### src/hdl/fbp_pkg.sv
// Constants and carrier types for the port block.
// Assumes a 32-bit AXI4-Lite bus; byte address is four times the index.
package fbp_pkg;
    localparam int          ADDR_W        = 18;
    localparam int          IDX_W         = 16;
    localparam int          DATA_W        = 32;
    localparam int          BIDIR_W       = 4;
    localparam int          INPUT_W       = 8;
    // Register indices
    localparam logic [15:0] IDX_IN_LEVELS = 16'hffde;
    localparam logic [15:0] IDX_IO_LATCH  = 16'hffdd;
    localparam logic [15:0] IDX_IO_DIR    = 16'hffed;
    localparam logic [15:0] IDX_DISP_CTRL = 16'hffe0;
    localparam logic [15:0] IDX_CONV_MODE = 16'hffe1;
    localparam logic [15:0] IDX_PWR_MODE  = 16'hffe2;
    // Reset values and fixed read bits
    localparam logic [7:0]  RST_IO_LATCH  = 8'hf0;
    localparam logic [7:0]  RST_IO_DIR    = 8'hf0;
    localparam logic [3:0]  UNUSED_HIGH   = 4'hf;
    localparam logic [7:0]  DIR_READBACK  = 8'hff;
    localparam logic [3:0]  SEG_GPIO      = 4'h0;
    // Converter channel codes that land on the input-only pins
    localparam logic [3:0]  CH_PIN_BASE   = 4'h4;
    // Field positions
    localparam int          SEG_LSB       = 0;
    localparam int          CH_LSB        = 0;
    localparam int          PWR_LSB       = 0;
    // Bus responses
    localparam logic [1:0]  RESP_OKAY     = 2'b00;
    localparam logic [1:0]  RESP_DECERR   = 2'b11;

    typedef enum logic [2:0] {
        FBP_ACTIVE,
        FBP_SUBACTIVE,
        FBP_SLEEP,
        FBP_SUBSLEEP,
        FBP_WATCH,
        FBP_STANDBY
    } fbp_pwr_t;

    typedef struct packed {
        logic             en;
        logic [IDX_W-1:0] idx;
        logic [7:0]       data;
        logic             strb0;
    } fbp_regwr_t;
endpackage

### src/hdl/fbp_axil_slave.sv
// AXI4-Lite slave: address and data in either order, one of each held.
// Assumes the owner decodes the index and answers hit and data at once.
`timescale 1ns/1ps
`default_nettype none
module fbp_axil_slave (
    input  wire logic                        core_clk,
    input  wire logic                        rstN,
    input  wire logic [fbp_pkg::ADDR_W-1:0]  s_axi_awaddr,
    input  wire logic                        s_axi_awvalid,
    output logic                             s_axi_awready,
    input  wire logic [fbp_pkg::DATA_W-1:0]  s_axi_wdata,
    input  wire logic [3:0]                  s_axi_wstrb,
    input  wire logic                        s_axi_wvalid,
    output logic                             s_axi_wready,
    output logic [1:0]                       s_axi_bresp,
    output logic                             s_axi_bvalid,
    input  wire logic                        s_axi_bready,
    input  wire logic [fbp_pkg::ADDR_W-1:0]  s_axi_araddr,
    input  wire logic                        s_axi_arvalid,
    output logic                             s_axi_arready,
    output logic [fbp_pkg::DATA_W-1:0]       s_axi_rdata,
    output logic [1:0]                       s_axi_rresp,
    output logic                             s_axi_rvalid,
    input  wire logic                        s_axi_rready,
    output fbp_pkg::fbp_regwr_t              regWr,
    input  wire logic                        wrHit,
    output logic [fbp_pkg::IDX_W-1:0]        rdIdx,
    input  wire logic [7:0]                  rdData,
    input  wire logic                        rdHit
);
    typedef struct packed {
        logic                         awHeld;
        logic [fbp_pkg::IDX_W-1:0]    awIdx;
        logic                         awAligned;
        logic                         wHeld;
        logic [7:0]                   wData;
        logic                         wStrb0;
        logic                         bValid;
        logic [1:0]                   bResp;
        logic                         rValid;
        logic [fbp_pkg::DATA_W-1:0]   rData;
        logic [1:0]                   rResp;
    } fbp_axil_state_t;

    fbp_axil_state_t state;
    fbp_axil_state_t next_state;
    logic            commit;
    logic            rdAligned;

    assign commit    = state.awHeld && state.wHeld && !state.bValid;
    assign rdIdx     = s_axi_araddr[fbp_pkg::ADDR_W-1:2];
    assign rdAligned = (s_axi_araddr[1:0] == 2'b00);

    always_comb begin
        next_state = state;
        if (s_axi_awvalid && !state.awHeld) begin
            next_state.awHeld    = 1'b1;
            next_state.awIdx     = s_axi_awaddr[fbp_pkg::ADDR_W-1:2];
            next_state.awAligned = (s_axi_awaddr[1:0] == 2'b00);
        end
        if (s_axi_wvalid && !state.wHeld) begin
            next_state.wHeld  = 1'b1;
            next_state.wData  = s_axi_wdata[7:0];
            next_state.wStrb0 = s_axi_wstrb[0];
        end
        if (state.bValid && s_axi_bready) begin
            next_state.bValid = 1'b0;
        end
        // Response only after both halves are in; unaligned or unmapped gives a decode error
        if (commit) begin
            next_state.awHeld = 1'b0;
            next_state.wHeld  = 1'b0;
            next_state.bValid = 1'b1;
            next_state.bResp  = (state.awAligned && wrHit) ? fbp_pkg::RESP_OKAY
                                                           : fbp_pkg::RESP_DECERR;
        end
        if (state.rValid && s_axi_rready) begin
            next_state.rValid = 1'b0;
        end
        if (s_axi_arvalid && !state.rValid) begin
            next_state.rValid = 1'b1;
            next_state.rData  = '0;
            next_state.rResp  = fbp_pkg::RESP_DECERR;
            if (rdAligned && rdHit) begin
                next_state.rData = {24'h000000, rdData};
                next_state.rResp = fbp_pkg::RESP_OKAY;
            end
        end
    end

    always_ff @(posedge core_clk or negedge rstN) begin
        if (!rstN) begin
            state <= '0;
        end else begin
            state <= next_state;
        end
    end

    assign s_axi_awready = !state.awHeld;
    assign s_axi_wready  = !state.wHeld;
    assign s_axi_bvalid  = state.bValid;
    assign s_axi_bresp   = state.bResp;
    assign s_axi_arready = !state.rValid;
    assign s_axi_rvalid  = state.rValid;
    assign s_axi_rdata   = state.rData;
    assign s_axi_rresp   = state.rResp;
    assign regWr.en      = commit && state.awAligned;
    assign regWr.idx     = state.awIdx;
    assign regWr.data    = state.wData;
    assign regWr.strb0   = state.wStrb0;
endmodule
`default_nettype wire

### src/hdl/fbp_port_top.sv
// Four-bit I/O port and eight-bit input port behind AXI4-Lite registers.
// Assumes asynchronous pins and a common-output drive from core_clk logic.
//
// Behaviour
// Four pins, each input or output
// Output-direction bits read back latch value
// Input-direction bits read back pin level
// Data latch resets to f0, upper ones
// Direction one drives latch, zero inputs
// Settings apply only in general-purpose mode
// Direction resets to f0, all inputs
// Direction register is write-only, reads ones
// Hi-Z reset/standby, hold sleep/watch, else normal
// Eight input-only pins, read-only levels register
// Input port read returns pin levels
// Converter-selected input pin reads zero
// Nonzero segment select drives common outputs
//
// The AXI4-Lite register port is this design's own decision.
`timescale 1ns/1ps
`default_nettype none
module fbp_port_top (
    input  wire logic                              core_clk,
    input  wire logic                              rst_n,
    input  wire logic [fbp_pkg::ADDR_W-1:0]        s_axi_awaddr,
    input  wire logic [2:0]                        s_axi_awprot,
    input  wire logic                              s_axi_awvalid,
    output logic                                   s_axi_awready,
    input  wire logic [fbp_pkg::DATA_W-1:0]        s_axi_wdata,
    input  wire logic [3:0]                        s_axi_wstrb,
    input  wire logic                              s_axi_wvalid,
    output logic                                   s_axi_wready,
    output logic [1:0]                             s_axi_bresp,
    output logic                                   s_axi_bvalid,
    input  wire logic                              s_axi_bready,
    input  wire logic [fbp_pkg::ADDR_W-1:0]        s_axi_araddr,
    input  wire logic [2:0]                        s_axi_arprot,
    input  wire logic                              s_axi_arvalid,
    output logic                                   s_axi_arready,
    output logic [fbp_pkg::DATA_W-1:0]             s_axi_rdata,
    output logic [1:0]                             s_axi_rresp,
    output logic                                   s_axi_rvalid,
    input  wire logic                              s_axi_rready,
    input  wire logic [fbp_pkg::BIDIR_W-1:0]       bidirPinsIn,
    output logic      [fbp_pkg::BIDIR_W-1:0]       bidirPinsOut,
    output logic      [fbp_pkg::BIDIR_W-1:0]       bidirPinsOe,
    input  wire logic [fbp_pkg::INPUT_W-1:0]       inputOnlyPins,
    input  wire logic [fbp_pkg::BIDIR_W-1:0]       displayCommonDrive
);
    typedef struct packed {
        logic [fbp_pkg::BIDIR_W-1:0]  latch;
        logic [fbp_pkg::BIDIR_W-1:0]  direction;
        logic [3:0]                   segmentSelect;
        logic [3:0]                   channelSelect;
        fbp_pkg::fbp_pwr_t            powerMode;
        logic [fbp_pkg::BIDIR_W-1:0]  pinOut;
        logic [fbp_pkg::BIDIR_W-1:0]  pinOe;
    } fbp_top_state_t;

    fbp_top_state_t                      state;
    fbp_top_state_t                      next_state;
    logic                                coreRstN;
    logic [fbp_pkg::BIDIR_W-1:0]         bidirLevel;
    logic [fbp_pkg::INPUT_W-1:0]         inputLevel;
    logic [fbp_pkg::INPUT_W-1:0]         channelMask;
    logic [fbp_pkg::INPUT_W-1:0]         inputReadback;
    logic [fbp_pkg::BIDIR_W-1:0]         latchReadback;
    fbp_pkg::fbp_regwr_t                 regWr;
    logic                                wrHit;
    logic [fbp_pkg::IDX_W-1:0]           rdIdx;
    logic [7:0]                          rdData;
    logic                                rdHit;
    logic [3:0]                          channelOffset;
    logic                                writeApplies;

    // Reset release through two flops; assert is still immediate
    fbp_sync #(
        .WIDTH (1)
    ) u_reset_sync (
        .core_clk (core_clk),
        .rstN     (rst_n),
        .d        (1'b1),
        .q        (coreRstN)
    );

    // Pins are asynchronous to core_clk
    fbp_sync #(
        .WIDTH (fbp_pkg::BIDIR_W + fbp_pkg::INPUT_W)
    ) u_pin_sync (
        .core_clk (core_clk),
        .rstN     (coreRstN),
        .d        ({bidirPinsIn, inputOnlyPins}),
        .q        ({bidirLevel, inputLevel})
    );

    fbp_axil_slave u_bus (
        .core_clk      (core_clk),
        .rstN          (coreRstN),
        .s_axi_awaddr  (s_axi_awaddr),
        .s_axi_awvalid (s_axi_awvalid),
        .s_axi_awready (s_axi_awready),
        .s_axi_wdata   (s_axi_wdata),
        .s_axi_wstrb   (s_axi_wstrb),
        .s_axi_wvalid  (s_axi_wvalid),
        .s_axi_wready  (s_axi_wready),
        .s_axi_bresp   (s_axi_bresp),
        .s_axi_bvalid  (s_axi_bvalid),
        .s_axi_bready  (s_axi_bready),
        .s_axi_araddr  (s_axi_araddr),
        .s_axi_arvalid (s_axi_arvalid),
        .s_axi_arready (s_axi_arready),
        .s_axi_rdata   (s_axi_rdata),
        .s_axi_rresp   (s_axi_rresp),
        .s_axi_rvalid  (s_axi_rvalid),
        .s_axi_rready  (s_axi_rready),
        .regWr         (regWr),
        .wrHit         (wrHit),
        .rdIdx         (rdIdx),
        .rdData        (rdData),
        .rdHit         (rdHit)
    );

    // converter channel mask
    always_comb begin
        channelMask   = '0;
        channelOffset = state.channelSelect - fbp_pkg::CH_PIN_BASE;
        if (state.channelSelect >= fbp_pkg::CH_PIN_BASE &&
            channelOffset < 4'(fbp_pkg::INPUT_W)) begin
            channelMask[channelOffset[2:0]] = 1'b1;
        end
    end

    // levels register
    // live pin levels
    assign inputReadback = inputLevel & ~channelMask;

    // output bits from latch
    // input bits from pin
    assign latchReadback = (state.direction & state.latch) |
                           (~state.direction & bidirLevel);

    // Every mapped index answers; the levels register ignores writes
    always_comb begin
        wrHit = 1'b0;
        unique case (regWr.idx)
            fbp_pkg::IDX_IN_LEVELS,
            fbp_pkg::IDX_IO_LATCH,
            fbp_pkg::IDX_IO_DIR,
            fbp_pkg::IDX_DISP_CTRL,
            fbp_pkg::IDX_CONV_MODE,
            fbp_pkg::IDX_PWR_MODE: begin
                wrHit = 1'b1;
            end
            default: begin
                wrHit = 1'b0;
            end
        endcase
    end

    always_comb begin
        rdHit  = 1'b1;
        rdData = '0;
        unique case (rdIdx)
            fbp_pkg::IDX_IN_LEVELS: begin
                rdData = inputReadback;
            end
            // unused bits read one
            fbp_pkg::IDX_IO_LATCH: begin
                rdData = {fbp_pkg::UNUSED_HIGH, latchReadback};
            end
            // write-only, reads ones
            fbp_pkg::IDX_IO_DIR: begin
                rdData = fbp_pkg::DIR_READBACK;
            end
            fbp_pkg::IDX_DISP_CTRL: begin
                rdData = {4'h0, state.segmentSelect};
            end
            fbp_pkg::IDX_CONV_MODE: begin
                rdData = {4'h0, state.channelSelect};
            end
            fbp_pkg::IDX_PWR_MODE: begin
                rdData = {5'h00, state.powerMode};
            end
            default: begin
                rdHit  = 1'b0;
            end
        endcase
    end

    assign writeApplies = regWr.en && regWr.strb0;

    always_comb begin
        next_state = state;
        if (writeApplies) begin
            unique case (regWr.idx)
                fbp_pkg::IDX_IO_LATCH: begin
                    next_state.latch = regWr.data[fbp_pkg::BIDIR_W-1:0];
                end
                fbp_pkg::IDX_IO_DIR: begin
                    next_state.direction = regWr.data[fbp_pkg::BIDIR_W-1:0];
                end
                fbp_pkg::IDX_DISP_CTRL: begin
                    next_state.segmentSelect = regWr.data[fbp_pkg::SEG_LSB +: 4];
                end
                fbp_pkg::IDX_CONV_MODE: begin
                    next_state.channelSelect = regWr.data[fbp_pkg::CH_LSB +: 4];
                end
                fbp_pkg::IDX_PWR_MODE: begin
                    next_state.powerMode = fbp_pkg::fbp_pwr_t'(regWr.data[fbp_pkg::PWR_LSB +: 3]);
                end
                default: begin
                    next_state.latch = state.latch;
                end
            endcase
        end

        // pin state per mode
        unique case (state.powerMode)
            fbp_pkg::FBP_ACTIVE,
            fbp_pkg::FBP_SUBACTIVE: begin
                // common outputs override
                if (state.segmentSelect != fbp_pkg::SEG_GPIO) begin
                    next_state.pinOut = displayCommonDrive;
                    next_state.pinOe  = '1;
                end else begin
                    // direction drives latch
                    // only in general-purpose mode
                    // per-pin input or output
                    next_state.pinOut = state.latch;
                    next_state.pinOe  = state.direction;
                end
            end
            // Frozen pins keep whatever was last driven, even a common output
            fbp_pkg::FBP_SLEEP,
            fbp_pkg::FBP_SUBSLEEP,
            fbp_pkg::FBP_WATCH: begin
                next_state.pinOut = state.pinOut;
                next_state.pinOe  = state.pinOe;
            end
            fbp_pkg::FBP_STANDBY: begin
                next_state.pinOut = '0;
                next_state.pinOe  = '0;
            end
            // Unused mode codes behave as standby, the safe choice for the board
            default: begin
                next_state.pinOut = '0;
                next_state.pinOe  = '0;
            end
        endcase
    end

    // latch resets to f0
    // direction resets to inputs
    always_ff @(posedge core_clk or negedge coreRstN) begin
        if (!coreRstN) begin
            state.latch         <= fbp_pkg::RST_IO_LATCH[fbp_pkg::BIDIR_W-1:0];
            state.direction     <= fbp_pkg::RST_IO_DIR[fbp_pkg::BIDIR_W-1:0];
            state.segmentSelect <= fbp_pkg::SEG_GPIO;
            state.channelSelect <= 4'h0;
            state.powerMode     <= fbp_pkg::FBP_ACTIVE;
            state.pinOut        <= '0;
            state.pinOe         <= '0;
        end else begin
            state <= next_state;
        end
    end

    assign bidirPinsOut = state.pinOut;
    assign bidirPinsOe  = state.pinOe;
endmodule
`default_nettype wire

### src/hdl/fbp_sync.sv
// Two-stage synchroniser for a vector of asynchronous levels.
// Assumes nothing reads stage one; the caller takes only q.
`timescale 1ns/1ps
`default_nettype none
module fbp_sync #(
    parameter int WIDTH = 1
) (
    input  wire logic             core_clk,
    input  wire logic             rstN,
    input  wire logic [WIDTH-1:0] d,
    output logic      [WIDTH-1:0] q
);
    typedef struct packed {
        logic [WIDTH-1:0] stage1;
        logic [WIDTH-1:0] stage2;
    } fbp_sync_state_t;

    fbp_sync_state_t state;
    fbp_sync_state_t next_state;

    always_comb begin
        next_state.stage1 = d;
        next_state.stage2 = state.stage1;
    end

    always_ff @(posedge core_clk or negedge rstN) begin
        if (!rstN) begin
            state <= '0;
        end else begin
            state <= next_state;
        end
    end

    assign q = state.stage2;
endmodule
`default_nettype wire

### config.mk
export PLATFORM = sky130hd
export DESIGN_NAME = fbp_port_top
export DESIGN_NICKNAME = d
export VERILOG_FILES = /design/src/hdl/fbp_pkg.sv /design/src/hdl/fbp_axil_slave.sv /design/src/hdl/fbp_port_top.sv /design/src/hdl/fbp_sync.sv
export SDC_FILE = /design/constraint.sdc
export NUM_CORES = 1
export LEC_CHECK = 0
export ABC_AREA = 1
export BUFFER_PORTS_ARGS = -buffer_cell sky130_fd_sc_hd__buf_2
export CORE_MARGIN = 3
export CORE_UTILIZATION = 41
export CTS_CLUSTER_SIZE = 28
export DETAILED_ROUTE_END_ITERATION = 8
export PLACE_DENSITY_LB_ADDON = 0.2
export SLEW_MARGIN = 10
export SYNTH_ARGS = -nofsm -noshare
export SYNTH_HDL_FRONTEND = slang
export SYNTH_SLANG_ARGS = --single-unit
### constraint.sdc
create_clock -name core_clk -period 4 [get_ports core_clk]
set_clock_uncertainty 0.15 [all_clocks]
set_input_delay 0.6 -clock core_clk [delete_from_list [all_inputs] [get_ports core_clk]]
set_output_delay 0.6 -clock core_clk [all_outputs]
set_load 0.1 [all_outputs]
==> flow_metrics.py <==
metrics = {
    "outcome": {
        "outcome": "finished clean",
    },
    "final_layout": {
        "antenna_cells": 0,
        "final_common_cell": "nand2_1",
        "synthToLayoutAreaGrowth_pct": 13.10,
        "final_nets": 669,
        "layout_common_cells": "nand2_1 (136), dfrtp_1 (88), buf_2 (88)",
        "fin_util_pct": 48.62,
        "drive_gt1_share_pct": 24.08,
        "finalNonFillerCells": 706,
        "fill_cells": 984,
    },
    "synth": {
        "yosysWarnings": 0,
        "synth.avg_cell_area_um2": 8.697,
        "yosys.area_share.simple_pct": 27.40,
        "synth.distinct_cells": 35,
        "synth_fa_ha_area_share_pct": 0,
        "netlist_area_mm2": 0.004279,
        "yosys.area.top_type": "dfrtp_1",
        "synth_top_area_share_pct": 52.05,
        "synth.area.mux_share_pct": 0.2632,
        "yosys.area_share.xor_xnor_pct": 0,
        "ys_seq_elements": 89,
        "synth_cells": 492,
        "synth-compound-area-share_pct": 7.807,
        "ys_seq_area_share_pct": 52.05,
        "synth_area_leaders": "dfrtp_1 (52%), nand2_1 (12%), buf_4 (7.9%)",
        "synth_top_family_by_area": "simple AND/OR/NAND/NOR gates",
    },
    "power_and_ir_drop": {
        "ir_worst_vdd_mv": 0.2946,
        "p_leak_nw": 2.516,
        "p_per_area_mw_per_mm2": 487.5,
    },
    "drt": {
        "drc": 0,
        "dr_total_vias": 3238,
        "dr.pass1.iters": 4,
        "drt_iter0_markers": 145,
        "routed_wl_um": 8313,
        "ant_nets": 0,
        "wire_per_inst_um": 11.77,
        "viasPerCell": 4.586,
    },
    "job": {
        "max_cap_violations": 0,
    },
    "global_route": {
        "grtUsageMet3_pct": 4.119,
        "antenna_found_initial": 0,
        "grt_pass1_wl_um": 14150,
        "use_met1_pct": 19.87,
        "grt_max_degree": 51,
        "grt_pass1_vias": 3113,
        "grt.total_usage_pct": 15.27,
        "gr-max-usage-layer": "met2",
        "globalRouteOverflowTotal": 0,
        "met2_usage_pct": 24.60,
    },
    "floorplan": {
        "die_y_um": 108.2,
        "ios": 150,
        "start_util_pct": 42.99,
        "die_w_um": 108.2,
        "num_rows": 36,
        "coreArea_mm2": 0.009955,
        "die-area_mm2": 0.01170,
    },
    "sta": {
        "fin_ws_ns": 1.978,
        "maxSlewHeadroom_pct": 58.01,
        "fmax_mhz": 494.5,
        "hold_ws_ns": 0.2029,
        "rsz0062_at_grt": "no",
        "finalSetupViolations": 0,
        "fin_crit_sh_pct": 50.56,
        "fin_crit_ns": 2.022,
        "worst_slew_pin_slew_ns": 0.6299,
        "fin_setup_tns_ns": 0,
        "finalHoldViolations": 0,
        "drv_slew": 0,
    },
    "critical_path": {
        "crit_required_ns": 3.25,
        "cp-end-kind": "primary output",
        "worst_path_max_delay_cell": "buf_2",
        "start_kind": "register",
        "crit_path_cell_trace": "inv_2 -> buf_2",
        "cpPeakStageDelay_ns": 0.43,
        "cp.arrival_ns": 1.27,
        "path_max_fanout": 3,
        "crit_type": "register to primary output",
    },
    "cts": {
        "cts_buffer_depth": 2,
        "cts_buffers": 9,
        "cts_num_sinks": 89,
        "cts_setup_buffers": 0,
        "clkLatencyLatePin_ns": 0.35,
        "cts_tree": "built",
        "h-tree-depth": 3,
        "cts_root_buffer": "clkbuf_8",
        "path_clk_slew_ns": 0.09,
    },
    "placement": {
        "dpl_worst_slack_ns": 1.921,
        "dp_hpwl_um": 6254,
        "place.port_buffers": 88,
        "routabilityCongestion": 0.8443,
        "placed_cells": 689,
    },
    "hold_path": {
        "hp-class": "input pin to register",
    },
}
-- sequential cells by signal, indices dropped and copies added, names as in the netlist --
signal	cells
u_bus.s_axi_rdata	8
u_bus.s_axi_bvalid	1
u_reset_sync.next_state	1
u_reset_sync.q	1
u_bus.s_axi_rresp	1
u_pin_sync.q	12
bidirPinsOe	4
u_bus.state	3
state	19
u_bus.regWr	21
u_bus.s_axi_bresp	1
u_pin_sync.next_state	12
u_bus.s_axi_rvalid	1
bidirPinsOut	4
-- worst paths after layout --
kind / startpoint / end / slack, ns / cells after the start
setup / recovery: u_bus.state[65] / s_axi_awready / 1.98 / 2
hold / removal: bidirPinsIn[2] / u_pin_sync.next_state[10] / 0.20 / 1
setup reg to reg: u_bus.s_axi_bvalid / state[21] / 2.37 / 6
hold reg to reg: u_reset_sync.next_state[0] / u_reset_sync.q / 0.20 / 0
max in group asynchronous: u_reset_sync.q / bidirPinsOut[1] / 2.58 / 1
min in group asynchronous: u_reset_sync.q / u_bus.regWr[23] / 0.21 / 0
-- cell families after synthesis --
logic type | Yosys count
AOI/OAI and AO/OA | 62
buffers and inverters | 95
DFF | 89
muxes | 1
other | 2
and+or+nand+nor | 243
-- layout make-up --
type                            count  area (µm²)  share of cell area (%)
Inverter                           46       172.7                   3.568
Clock buffer                       10       127.6                   2.637
Multi-Input combinational cell    331        1612                   33.30
Sequential cell                    89        2231                   46.10
Timing Repair Buffer               91       465.4                   9.617
Tap cell                          133       166.4                   3.438
Clock inverter                      6       65.06                   1.344
-- routing by layer --
layer  part of all wire, %  vias up
met3                   7.9       10
met1                    43     1461
li1                      -     1658
met2                    47      109
met4                   1.6        0
met5                     0        -
-- worst max-delay path, delay by kind of cell, from the launching register on --
kind	cells	cell delay [ns]
buffers and inverters	2	0.52
DFF	1	0.40
-- per-stage QoR --
| step | cell area, µm² | power (mW) |
|---|---|---|
| floorplan | 4365 | 1.655 |
| global placement | 4637 | 1.757 |
| detailed placement | 4637 | 1.776 |
| CTS | 4840 | 2.403 |
| global route | 4840 | 2.510 |
| finish | 4840 | 2.359 |
-- power breakdown --
group          switching (mW)  internal [mW]  total [mW]  leakage, nW
Combinational           0.483          0.130       0.613         1.30
Sequential              0.103           1.03        1.14         1.12
Clock                   0.318          0.292       0.609       0.0971
Total                   0.903           1.46        2.36         2.52
-- synthesized netlist by cell type --
cell / n
o22ai_1: 4
nand3_2: 2
conb_1: 2
nand3_1: 29
nand2_1: 136
inv_2: 5
nor3_4: 1
o21a_1: 1
nand4_4: 4
o31ai_1: 1
o21ai_1: 22
nor3_1: 5
nor2_4: 3
nand2_4: 1
nand2b_1: 1
o21ai_2: 1
nand3_4: 1
clkbuf_1: 3
dfrtp_1: 89
a21boi_0: 1
a21oi_1: 11
o21bai_1: 1
mux2_2: 1
nor2_1: 43
buf_4: 45
inv_1: 41
nor3_2: 2
nand4_1: 4
nand2_2: 1
o211ai_1: 2
buf_2: 1
nor2_2: 7
nor2_8: 1
o21ai_0: 18
nor4_2: 2
-- repair_timing --
action | in CTS | in global routing
endpoints found under the hold margin | 2 | 0
resized for setup | 0 | 0
hold buffers | 1 | 0
No activity file was read; power rests on OpenSTA's default activity.
